### src/verilog/escr_pkg.sv
// Constants and types for the exception status and cause logic
// How it works
// (RULE1) Status bit 4 shows user mode; either level forces kernel mode.
// (RULE2) Status bit 3 ignores writes and reads zero.
// (RULE3) Error level, bit 2, set by reset-class exceptions; resets to 1.
// (RULE4) Error level means kernel, interrupts off, return via error PC.
// (RULE5) Error level makes the user segment unmapped and uncached; the code gives only an unmapped flag, no uncached output.
// (RULE6) Exception level, bit 1, set by every other exception.
// (RULE7) Exception level means kernel, interrupts off, return PC held.
// (RULE8) Refill taken at exception level uses the general vector.
// (RULE9) Status bit 0 is the master enable for all interrupts.
// (RULE10) Only cause software requests, vector select, watch pending write.
// (RULE11) Cause bit 31 marks delay slot; frozen while exception level.
// (RULE12) Cause bits 29:28 load the coprocessor number on every exception.
// (RULE13) Cause bit 23 picks vector 0x180 or 0x200 for interrupts.
// (RULE14) Watch at either level sets bit 22; raised once both clear.
// (RULE15) Software may only clear the watch pending bit.
// (RULE16) Handler software must clear watch pending, else it loops.
// (RULE17) Cause bits 15:10 are read-only hardware interrupt pending.
// (RULE18) Cause bits 9:8 are writable software interrupt requests.
// (RULE19) Cause bits 6:2 hold the last exception code.
// (RULE20) Cause bits 30, 27:24, 21:16, 7, 1:0 read zero.
// (RULE21) Interrupt only if enabled and some mask and pending bit match.
// (RULE22) Exception codes follow the fixed encoding below.
// (RULE23) Hardware pending bits follow synchronised interrupt pins.
package escr_pkg;

  // ****************************************************************
  // Register map
  // ****************************************************************
  localparam int         ADDR_W      = 8;
  localparam logic [7:0] STATUS_OFF  = 8'h00;
  localparam logic [7:0] CAUSE_OFF   = 8'h04;

  // ****************************************************************
  // Field positions
  // ****************************************************************
  localparam int ST_IE  = 0;
  localparam int ST_EXL = 1;
  localparam int ST_ERL = 2;
  localparam int ST_UM  = 4;
  localparam int ST_IM  = 8;
  localparam int CA_EXC = 2;
  localparam int CA_SW  = 8;
  localparam int CA_HW  = 10;
  localparam int CA_WP  = 22;
  localparam int CA_IV  = 23;
  localparam int CA_CE  = 28;
  localparam int CA_BD  = 31;
  localparam int HW_N   = 6;

  localparam logic [31:0] CAUSE_ZERO_MASK = 32'h4F3F_0083; // [RULE20]

  // ****************************************************************
  // Reset values
  // ****************************************************************
  localparam logic ERL_RST = 1'b1;
  localparam logic LVL_RST = 1'b0;

  // ****************************************************************
  // Exception codes and vector offsets
  // ****************************************************************
  localparam logic [4:0] EXC_INT   = 5'h00; // [RULE22]
  localparam logic [4:0] EXC_ADEL  = 5'h04;
  localparam logic [4:0] EXC_ADES  = 5'h05;
  localparam logic [4:0] EXC_IBE   = 5'h06;
  localparam logic [4:0] EXC_DBE   = 5'h07;
  localparam logic [4:0] EXC_SYS   = 5'h08;
  localparam logic [4:0] EXC_BP    = 5'h09;
  localparam logic [4:0] EXC_RI    = 5'h0A;
  localparam logic [4:0] EXC_CPU   = 5'h0B;
  localparam logic [4:0] EXC_OV    = 5'h0C;
  localparam logic [4:0] EXC_TR    = 5'h0D;
  localparam logic [4:0] EXC_WATCH = 5'h17;
  localparam logic [4:0] EXC_MCHK  = 5'h18;

  localparam logic [11:0] VEC_GENERAL = 12'h180;
  localparam logic [11:0] VEC_INT     = 12'h200;

  // ****************************************************************
  // Carriers
  // ****************************************************************
  typedef struct packed {
    logic       take;
    logic       reset_class;
    logic       refill;
    logic       delay_slot;
    logic [1:0] cop;
    logic [4:0] code;
  } escr_exc_t;

  typedef struct packed {
    logic        kernel_mode;
    logic        int_req;
    logic        exception_return_instr_use_error;
    logic        epc_hold;
    logic        useg_unmapped;
    logic        watch_req;
    logic        refill_general;
    logic [11:0] int_vec_offset;
  } escr_ctl_t;

  typedef struct packed {
    logic [7:0]  interrupt_mask;
    logic        user_mode_flag;
    logic        error_level;
    logic        exception_level;
    logic        interrupt_master_enable;
    logic        delay_slot_flag;
    logic [1:0]  cop_num;
    logic        interrupt_vector_select;
    logic        watch_pending;
    logic [1:0]  sw_interrupt_request;
    logic [4:0]  exc_code;
    logic [31:0] rd_data;
    escr_ctl_t   ctl;
  } escr_state_t;

endpackage

### src/verilog/escr_irq_sync.sv
// Two-stage synchroniser for the hardware interrupt pins
`timescale 1ns/100ps
module escr_irq_sync #(
  parameter int W = 6
) (
  input  wire logic         clk_sys,
  input  wire logic         rstn,
  input  wire logic [W-1:0] irq_pin,
  output logic      [W-1:0] irq_level
);

  typedef struct packed {
    logic [W-1:0] meta;
    logic [W-1:0] sync;
  } escr_sync_t;

  escr_sync_t st_ff;
  escr_sync_t nxt_st;

  // First stage feeds only the second stage
  always_comb begin
    nxt_st      = st_ff;
    nxt_st.meta = irq_pin;
    nxt_st.sync = st_ff.meta;
  end

  always_ff @(posedge clk_sys or negedge rstn) begin
    if (!rstn) begin
      st_ff <= '0;
    end else begin
      st_ff <= nxt_st;
    end
  end

  assign irq_level = st_ff.sync;

endmodule

### src/verilog/escr_regs.sv
// Status low bits and cause register with exception capture
`timescale 1ns/100ps
module escr_regs #(
  parameter int HW_IRQS = escr_pkg::HW_N
) (
  input  wire logic                       clk_sys,
  input  wire logic                       rstn,
  input  wire logic [escr_pkg::ADDR_W-1:0] reg_addr,
  input  wire logic [31:0]                reg_wdata,
  input  wire logic                       reg_wr,
  input  wire logic                       reg_rd,
  output logic      [31:0]                reg_rdata,
  input  wire escr_pkg::escr_exc_t         exc_in,
  input  wire logic                       exception_return_instr,
  input  wire logic                       watch_match,
  input  wire logic [HW_IRQS-1:0]         hw_irq_pin,
  output escr_pkg::escr_ctl_t             ctl_out
);

  // ****************************************************************
  // Interrupt pin synchronisation
  // ****************************************************************
  logic [HW_IRQS-1:0] hw_interrupt_pending;

  escr_irq_sync #(
    .W         (HW_IRQS)
  ) u_sync ( // [RULE23]
    .clk_sys   (clk_sys),
    .rstn      (rstn),
    .irq_pin   (hw_irq_pin),
    .irq_level (hw_interrupt_pending)
  );

  // ****************************************************************
  // State
  // ****************************************************************
  escr_pkg::escr_state_t st_ff;
  escr_pkg::escr_state_t nxt_st;

  logic        wr_status;
  logic        wr_cause;
  logic [31:0] status_view;
  logic [31:0] cause_view;
  logic [7:0]  pend_all;
  logic        any_level;

  // ****************************************************************
  // Read views
  // ****************************************************************
  always_comb begin
    status_view = '0;
    status_view[escr_pkg::ST_IM +: 8]  = st_ff.interrupt_mask;
    status_view[escr_pkg::ST_UM]       = st_ff.user_mode_flag; // [RULE1]
    status_view[escr_pkg::ST_ERL]      = st_ff.error_level;
    status_view[escr_pkg::ST_EXL]      = st_ff.exception_level;
    status_view[escr_pkg::ST_IE]       = st_ff.interrupt_master_enable;
    // Bit 3 is never assigned, so it reads zero [RULE2]
  end

  always_comb begin
    cause_view = '0; // Unassigned bits read zero [RULE20]
    cause_view[escr_pkg::CA_BD]        = st_ff.delay_slot_flag;
    cause_view[escr_pkg::CA_CE +: 2]   = st_ff.cop_num;
    cause_view[escr_pkg::CA_IV]        = st_ff.interrupt_vector_select;
    cause_view[escr_pkg::CA_WP]        = st_ff.watch_pending;
    cause_view[escr_pkg::CA_HW +: HW_IRQS] = hw_interrupt_pending; // [RULE17]
    cause_view[escr_pkg::CA_SW +: 2]   = st_ff.sw_interrupt_request;
    cause_view[escr_pkg::CA_EXC +: 5]  = st_ff.exc_code; // [RULE19]
  end

  // ****************************************************************
  // Next state
  // ****************************************************************
  always_comb begin
    wr_status = reg_wr && (reg_addr == escr_pkg::STATUS_OFF);
    wr_cause  = reg_wr && (reg_addr == escr_pkg::CAUSE_OFF);
    nxt_st    = st_ff;

    // Read data stands for one cycle only, zero for unmapped offsets
    nxt_st.rd_data = '0;
    if (reg_rd && reg_addr == escr_pkg::STATUS_OFF) begin
      nxt_st.rd_data = status_view;
    end else if (reg_rd && reg_addr == escr_pkg::CAUSE_OFF) begin
      nxt_st.rd_data = cause_view;
    end

    // Software writes come first; hardware events below override them
    if (wr_status) begin
      nxt_st.interrupt_mask  = reg_wdata[escr_pkg::ST_IM +: 8];
      nxt_st.user_mode_flag  = reg_wdata[escr_pkg::ST_UM];
      nxt_st.error_level     = reg_wdata[escr_pkg::ST_ERL];
      nxt_st.exception_level = reg_wdata[escr_pkg::ST_EXL];
      nxt_st.interrupt_master_enable = reg_wdata[escr_pkg::ST_IE];
    end
    if (wr_cause) begin // [RULE10]
      nxt_st.interrupt_vector_select = reg_wdata[escr_pkg::CA_IV];
      nxt_st.sw_interrupt_request =
        reg_wdata[escr_pkg::CA_SW +: 2]; // [RULE18]
      // Writing one leaves the bit alone; only zero clears it [RULE15]
      nxt_st.watch_pending = st_ff.watch_pending &
                             reg_wdata[escr_pkg::CA_WP];
    end

    // Return drops the error level first, else the exception level
    if (exception_return_instr) begin
      if (st_ff.error_level) begin
        nxt_st.error_level = 1'b0;
      end else begin
        nxt_st.exception_level = 1'b0;
      end
    end

    // Deferred watch: set wins over a clearing write [RULE14]
    if (watch_match && (st_ff.exception_level || st_ff.error_level)) begin
      nxt_st.watch_pending = 1'b1;
    end

    // Exception capture has the last word over writes and returns
    if (exc_in.take) begin
      nxt_st.cop_num  = exc_in.cop; // [RULE12]
      nxt_st.exc_code = exc_in.code; // [RULE19] [RULE22]
      if (!st_ff.exception_level) begin
        nxt_st.delay_slot_flag = exc_in.delay_slot; // [RULE11]
      end
      if (exc_in.reset_class) begin
        nxt_st.error_level = 1'b1; // [RULE3]
      end else begin
        nxt_st.exception_level = 1'b1; // [RULE6]
      end
    end

    // Outputs follow the next state so they match the registers
    any_level = nxt_st.error_level | nxt_st.exception_level;
    pend_all  = '0;
    pend_all[1:0] = nxt_st.sw_interrupt_request;
    pend_all[2 +: HW_IRQS] = hw_interrupt_pending;

    // Either level forces kernel regardless of the user bit [RULE1]
    nxt_st.ctl.kernel_mode = !nxt_st.user_mode_flag | any_level; // [RULE4]
    // Levels mask interrupts; master enable gates the rest [RULE7]
    nxt_st.ctl.int_req = nxt_st.interrupt_master_enable && // [RULE9]
                         !any_level &&
                         |(pend_all & nxt_st.interrupt_mask); // [RULE21]
    nxt_st.ctl.exception_return_instr_use_error = nxt_st.error_level; // [RULE4]
    // Held return PC stops a nested exception losing the first [RULE7]
    nxt_st.ctl.epc_hold       = nxt_st.exception_level;
    nxt_st.ctl.useg_unmapped  = nxt_st.error_level; // [RULE5]
    nxt_st.ctl.refill_general = nxt_st.exception_level; // [RULE8]
    // Keeps firing until the handler clears pending [RULE14] [RULE16]
    nxt_st.ctl.watch_req      = nxt_st.watch_pending && !any_level;
    nxt_st.ctl.int_vec_offset = nxt_st.interrupt_vector_select ?
                                escr_pkg::VEC_INT :
                                escr_pkg::VEC_GENERAL; // [RULE13]
  end

  // ****************************************************************
  // Registers
  // ****************************************************************
  always_ff @(posedge clk_sys or negedge rstn) begin
    if (!rstn) begin
      st_ff             <= '0;
      st_ff.error_level <= escr_pkg::ERL_RST; // [RULE3]
      st_ff.exception_level <= escr_pkg::LVL_RST;
      st_ff.ctl.kernel_mode <= 1'b1;
      st_ff.ctl.exception_return_instr_use_error <= 1'b1;
      st_ff.ctl.useg_unmapped  <= 1'b1;
      st_ff.ctl.int_vec_offset <= escr_pkg::VEC_GENERAL;
    end else begin
      st_ff <= nxt_st;
    end
  end

  assign reg_rdata = st_ff.rd_data;
  assign ctl_out   = st_ff.ctl;
endmodule

### config.mk
export PLATFORM = sky130hd
export DESIGN_NAME = escr_regs
export DESIGN_NICKNAME = d
export VERILOG_FILES = /design/src/verilog/escr_pkg.sv /design/src/verilog/escr_irq_sync.sv /design/src/verilog/escr_regs.sv
export SDC_FILE = /design/constraint.sdc
export NUM_CORES = 1
export LEC_CHECK = 0
export ABC_AREA = 0
export BUFFER_PORTS_ARGS = -buffer_cell sky130_fd_sc_hd__buf_2
export CORE_ASPECT_RATIO = 1.2
export CORE_MARGIN = 3
export CORE_UTILIZATION = 47
export CTS_CLUSTER_SIZE = 8
export DETAILED_ROUTE_END_ITERATION = 8
export PLACE_DENSITY = 0.79
export RECOVER_POWER = 50
export SYNTH_ARGS = -nofsm -noshare
export SYNTH_HDL_FRONTEND = slang
export SYNTH_HIERARCHICAL = 1
export SYNTH_SLANG_ARGS = --single-unit
### constraint.sdc
create_clock -name clk_sys -period 1.9 [get_ports clk_sys]
set_clock_uncertainty 0.2 [all_clocks]
set_input_delay 0.38 -clock clk_sys [delete_from_list [all_inputs] [get_ports clk_sys]]
set_output_delay 0.38 -clock clk_sys [all_outputs]
set_load 0.02 [all_outputs]
======== Word level (Yosys, flattened, before mapping) ========
Cells that the tools add are included.
word-level totals
  bits in registers ....................... 81
  input bits .............................. 63
  output and inout bits ................... 51
  logic and storage cells ................. 50
operators by class
  eq/ne operators ......................... 1
  multiplexer cells ....................... 12
  bitwise logic cells ..................... 5
  reduce and logical (&&, ||, !) cells .... 14
operators by type and width
  cell                                           number
  2-to-1 mux 32 bit                              2
  2-to-1 mux 12 bit                              1
  2-to-1 mux 10 bit                              1
  AND 8 bit                                      1
  == test 8 x 3 -> 1 bit, second input constant  1
  logical AND 1 bit                              8
  logical NOT 8 bit                              1
  OR reduction 8 bit                             1
  2-to-1 mux 1 bit                               5
  2-to-1 mux 2 bit                               2
  2-to-1 mux 4 bit                               1
  logical NOT 1 bit                              2
  bitwise OR 1 bit                               2
  AND reduction 2 bit                            1
  AND 1 bit                                      1
  logical OR 1 bit                               1
  inverter 1 bit                                 1

======== Logic depth before layout (Yosys ltp) ========
Gate-level depths: netlist of the first run.
  word-level depth ........................ 11
  gate-level depth with buffers ........... 6
  depth with buffers taken out ............ 5

======== Hierarchy ========
Netlist of the first run, hierarchy kept.
modules (own cells, without submodules)
  module         times used  cells each  area each (um2)  seq. area each (um2)
  escr_regs      1           211         2373.5           1204.9
  escr_irq_sync  1           12          300.3            300.3

======== Worst setup path after synthesis of the first run ========
No wires, ideal clock.
  path type ............................... input-to-reg
  from .................................... input port reg_addr[5] (netlist bit)
  to ...................................... register st_ff (netlist bit ctl_out[17])
  setup time .............................. 0.126 ns
  data arrival time ....................... 1.949 ns
  data required time ...................... 1.574 ns
  path slack .............................. -0.375 ns
  stages .................................. 5
  buffers on the path ..................... 0
  cell sequence ........................... nor4_4 nand4b_4 mux2_4 a221o_1 o311a_1
RTL lines
  what                  line              RTL
  from (decl)           escr_regs.sv:8    input wire logic [escr_pkg::ADDR_W-1:0] reg_addr,
  to (signal assigned)  escr_regs.sv:169  st_ff <= nxt_st;
  to (decl)             escr_regs.sv:37   escr_pkg::escr_state_t st_ff;

==> flow_summary.yaml, run 1 <==
run:
  max_cap_viol_count: 0
clock_network:
  cts_tree: "done"
  cts_root_buf: "clkbuf_8"
  htree_levels: 3
  clkSlewWorstSetupHoldPaths_ns: 0.06
  cts_buffer_depth: 2
  cts_buffers: 9
  clock-sinks: 60
  clock_latency_ns: 0.32
critical_path:
  worst_ep_required_time_ns: 1.89
  cp.arrival_ns: 2.00
  end_kind: "flip-flop"
  cp_max_fo: 5
  worstSetupPathType: "in -> reg"
  worstSetupStartpointType: "input port"
placement:
  placed_cell_area_um2: 2900
  dp_slack_ns: -0.485
  io_buffers: 73
  dp_hpwl_um: 3850
  place.gp.congestion: 0.749
power_and_ir_drop:
  p_per_area_nw_per_um2: 829
  leakagePower_uw: 0.00175
  ir_drop_mv: 0.453
timing:
  setup_viol: 1
  post-route-min-period_ns: 2.01
  finalMaxSlewViolations: 0
  final_hold_viol_count: 0
  slew_headroom_pct: 48.4
  fin_crit_sh_pct: 106
  fmax_mhz: 498
  rsz0062_at_grt: "yes"
  worst_pin_slew_ns: 0.775
  fin_ws_ns: -0.107
synth:
  avgSynthCellArea_um2: 12.0
  synth_compound_area_share_pct: 5.01
  synth_adder_area_share_pct: 0
  syn-instance-count: 223
  ys_ff_latch: 60
  synth_xor_area_share_pct: 0
  syn_area_um2: 2670
  synth_cell_type_count: 31
  synth_mux_area_share_pct: 11.7
  synth_top_family_by_area: "buffers and inverters"
  yosys_warnings: 6
  yosysSeqAreaShare_pct: 56.3
  synthSimpleGateAreaFrac_pct: 11.1
drt:
  avgViaCountPerCell: 4.91
  antenna_left: 0
  vias: 1747
  drt_iter0_markers: 64
  first_pass_iters: 6
  wire_per_inst_um: 14.2
  drc: 0
  routed_wl_um: 5050
floorplan:
  core-area_um2: 5410
  die_h_um: 88.6
  rows: 29
  die_area_um2: 6630
  die_w_um: 74.9
  initial_utilization_pct: 49.5
  io_pins: 114
cells_and_area:
  antenna_cells: 0
  syn2layout_area_growth_pct: 17.4
  drive_gt1_share_pct: 42.5
  num-fill-cells: 469
  final_cell_area_um2: 3140
  nets: 353
global_route:
  grt_pass1_vias: 1693
  grt_pass1_wl_um: 7810
  grt-ovfl-total: 0
  grtUsageTotal_pct: 16.0
  grt_start_max_net_pins: 61
  antenna_found_initial: 0
min_path:
  hold_path.class: "in -> reg"
status:
  status: "finished, violations left"
  violations: "negative setup slack"
[flip-flops by register name, indices dropped and copies added (netlist names)]
name / count
u_sync/nxt_st: 6
reg_rdata: 20
st_ff: 10
cause_view: 12
ctl_out: 6
u_sync/irq_level: 6
[metrics by stage]
step	TNS, ns	power, µW	hold WS (ns)	util [%]	instances
after floorplan	-0.314	1620	-0.116	-	243
after global placement	-1.21	1690	0.131	53.6	334
after detailed placement	-1.93	1710	0.135	53.6	334
after CTS	-0.106	2630	0.0163	58.1	356
after global routing	-0.150	2730	0.0169	58.1	356
final	-0.107	2600	0.0231	58.1	356
[path summary, 6_finish.rpt]
kind                                                 start                             to  slack [ns]  cells past startpoint
worst max-delay path                           reg_addr[5]          ctl_out[17]$_DFF_PN0_       -0.11                      6
worst min-delay path                         reg_wdata[23]           ctl_out[8]$_DFF_PN1_        0.02                      2
worst max register to register       ctl_out[14]$_DFF_PN1_          ctl_out[17]$_DFF_PN0_        0.17                      5
worst min register to register  u_sync/nxt_st[1]$_DFF_PN0_  u_sync/irq_level[1]$_DFF_PN0_        0.15                      0
max in group asynchronous                             rstn     u_sync/nxt_st[4]$_DFF_PN0_        0.41                      3
min in group asynchronous                             rstn         reg_rdata[3]$_DFF_PN0_        0.58                      3
[cell families (layout without fill, tap and decap cells)]
group                  Yosys count  count (layout)
buffers and inverters           61             112
flip-flops                      60              60
other                            1              21
AND/OR/NAND/NOR                 53              53
multiplexers                    29              29
AO/OA/AOI/OAI                   19              19
[per-layer routing]
metal | wire (µm) | global-route usage, % | vias to the layer above
met1 | 2030 | 19.1 | 853
met2 | 2580 | 25.7 | 71
li1 | - | - | 815
met5 | 0 | 0 | -
met3 | 351 | 5.34 | 8
met4 | 88 | 7.77 | 0
[critical path: stages]
cell and delay (ns):
buf_6 0.10, nor4_4 0.36, nand4b_4 0.20, mux2_4 0.34, a221o_1 0.32, o311a_1 0.30
[where the power goes]
group	switching (µW)	internal [µW]
registers	45.5	1340
clock network	455	452
logic	178	130
[cells in the mapped netlist]
library cell  number  area share, %
nor2_1            14            2.0
o21ai_0            5           0.94
dfstp_2            3            2.9
a22oi_1            3           0.84
nand4_1            1           0.23
mux2i_1           13            4.9
nor4b_1            1           0.33
mux2_2            15            6.3
nand2b_1           1           0.23
and4b_1            1           0.37
o311a_1            1           0.37
clkbuf_1           4           0.56
nand4b_4           1           0.89
dfrtp_1           57             53
a22o_1             4            1.3
and3_1             9            2.1
a21oi_1            3           0.56
o22ai_1            1           0.23
nor4_4             1           0.80
nand3b_1           1           0.28
and2_1             1           0.23
nand2_1           17            2.4
nor3_1             2           0.37
a221o_1            2           0.75
buf_1              2           0.28
mux2_4             1           0.56
inv_1              4           0.56
nand4b_1           1           0.33
conb_1             1           0.14
buf_4             51             14
nor3b_1            2           0.56
[area by class of cell]
class,instances,area [µm²],share of cell area (%)
clock buffer,9,124,3.95
clock inverter,6,32.5,1.04
inverter,4,15.0,0.478
multi-input combinational,122,836,26.6
sequential,60,1510,47.9
tap,62,77.6,2.47
timing repair buffer,93,549,17.5
[cells in the final DEF, fill, tap and decap left out, types with 2 or more instances in the layout]
master and n:
a21oi_1 2, a221o_1 2, a22o_1 4, a22oi_1 3
and3_1 9, buf_2 71, buf_4 11, buf_6 3
clkbuf_8 9, clkinv_2 5, conb_1 21, dfrtp_1 57
dfstp_2 3, dlygate4sd3_1 7, inv_1 4, mux2_2 15
mux2i_1 13, nand2_1 17, nor2_1 13, nor3_1 2
nor3b_1 2, o21ai_0 5
[timing repair]
| item | CTS | global route |
|---|---|---|
| resized for setup | 3 | 2 |
| hold endpoints to repair | 63 | 0 |
| setup buffers | 0 | 0 |
| pin swaps | 2 | 0 |
| hold buffers | 7 | 0 |
| setup endpoints to repair | 2 | 3 |
Power figures use the tool's default switching activity.
==> run 2, diff against run 1 <==
CORE_ASPECT_RATIO = not set   (was 1.2)
SLEW_MARGIN = 20   (was not set)
==> flow_summary.yaml, run 2 (synthesis results as in run 1) <==
run:
  max_cap_viol_count: 0
cells_and_area:
  utilization_pct: 60.2
  syn2layout_area_growth_pct: 19.3
  layout_common_cells: "buf_2 (71), dfrtp_1 (57), conb_1 (21)"
  drive_gt1_share_pct: 41.9
  num-fill-cells: 438
  antenna_cells: 0
  multiInputGateArea_um2: 832
  final_cells: 368
  final_common_cell: "buf_2"
  largest_reg_flops: 20
  seqCellArea_um2: 1510
  nets: 357
placement:
  dp_hpwl_um: 3630
  dp_cells: 343
  dp_slack_ns: -0.535
  io_buffers: 73
  place.gp.congestion: 0.766
timing:
  fin_ws_ns: -0.0901
  finalMaxSlewViolations: 0
  fin_crit_sh_pct: 105
  fmax_mhz: 502
  rsz0062_at_grt: "yes"
  post-route-min-period_ns: 1.99
  finalSetupTns_ns: -0.0901
  worst_pin_slew_ns: 0.759
  final_hold_viol_count: 0
  hold_ws_ns: 0.0664
  setup_viol: 1
  slew_headroom_pct: 49.4
global_route:
  grt_pass1_vias: 1607
  grt_start_max_net_pins: 61
  antenna_found_initial: 0
  grtUsageTotal_pct: 16.3
  grt-ovfl-total: 0
  grt_pass1_wl_um: 7820
power_and_ir_drop:
  seqPwrFrac_pct: 51.9
  power.internal_uw: 2010
  ir_drop_mv: 0.387
  p_switching_uw: 655
  netSwitchingFraction_pct: 24.6
  leakagePower_uw: 0.00176
  p_per_area_nw_per_um2: 835
  p_clk_share_pct: 36.4
  p_comb_share_pct: 11.6
floorplan:
  core-area_um2: 5300
  io_pins: 114
  rows: 26
  die_w_um: 81.4
  die_area_um2: 6630
  initial_utilization_pct: 50.4
  die_h_um: 81.4
critical_path:
  worst_ep_required_time_ns: 1.91
  end_kind: "flip-flop"
  worstSetupStartpointType: "input port"
  worstSetupPathType: "in -> reg"
  ff2ff_setup_slack_ns: 0.31
  cp.arrival_ns: 2.00
  cp_max_fo: 5
clock_network:
  clkSlewWorstSetupHoldPaths_ns: 0.06
  cts_buffers: 9
  cts_buffer_depth: 2
  clock_latency_ns: 0.33
  htree_levels: 3
  cts_root_buf: "clkbuf_8"
  clock-sinks: 60
  cts_tree: "done"
drt:
  avgViaCountPerCell: 4.68
  wire_per_inst_um: 13.5
  first_pass_iters: 4
  antenna_left: 0
  vias: 1723
  drc: 0
  routed_wl_um: 4960
  drt_iter0_markers: 104
status:
  violations: "negative setup slack"
  status: "finished, violations left"
min_path:
  hold_path.class: "in -> reg"
[run 2: cell type report]
type	instances	share of cell area, %
multi-input cells	122	26.1
inverters	4	0.471
clock buffers	13	4.98
clock inverters	2	0.314
flip-flops and latches	60	47.2
well taps	70	2.75
repair buffers	97	18.2
[run 2: layer usage]
layer	GRT usage, %	up-vias	routed length, µm
met2	24.3	71	2410
li1	-	826	-
met5	0	-	0
met1	20.8	821	2050
met3	6.91	5	426
met4	7.09	0	69
[run 2: path summary, 6_finish.rpt]
path / start / end / depth (start not counted)
worst max-delay path: reg_addr[4] / ctl_out[17]$_DFF_PN0_ / 7
worst min register to register: u_sync/nxt_st[5]$_DFF_PN0_ / u_sync/irq_level[5]$_DFF_PN0_ / 0
worst min-delay path: reg_wdata[15] / st_ff[74]$_DFF_PN0_ / 3
worst max register to register: cause_view[9]$_DFF_PN0_ / ctl_out[17]$_DFF_PN0_ / 3
max in group asynchronous: rstn / reg_rdata[11]$_DFF_PN0_ / 3
min in group asynchronous: rstn / reg_rdata[23]$_DFF_PN0_ / 3
[run 2: power by group through the flow]
stage | Sequential (µW) | Clock [µW] | Combinational [µW]
after global routing | 1390 | 1060 | 341
after floorplan | 1390 | 0 | 230
after detailed placement | 1410 | 0 | 298
after global placement | 1400 | 0 | 292
final | 1380 | 970 | 310
after CTS | 1380 | 995 | 315
[run 2: through the flow]
| step | total power, µW | cell area, µm² |
|---|---|---|
| final | 2660 | 3190 |
| after global routing | 2800 | 3190 |
| after CTS | 2690 | 3200 |
| after detailed placement | 1700 | 2920 |
| after global placement | 1690 | 2920 |
| after floorplan | 1620 | 2750 |
[run 2: critical path: stages]
cell and delay [ns]:
buf_6 0.09, nor4_4 0.26, buf_4 0.18, nand4b_4 0.15
mux2_4 0.34, a221o_1 0.32, o311a_1 0.28
[run 2: timing repair]
item | 4_1_cts | 5_1_grt
buffers inserted | 2 | 0
pin swaps | 1 | 1
hold buffers | 8 | 0
hold endpoints to repair | 64 | 0
gates resized for setup | 3 | 1
endpoints found under the setup margin | 1 | 1
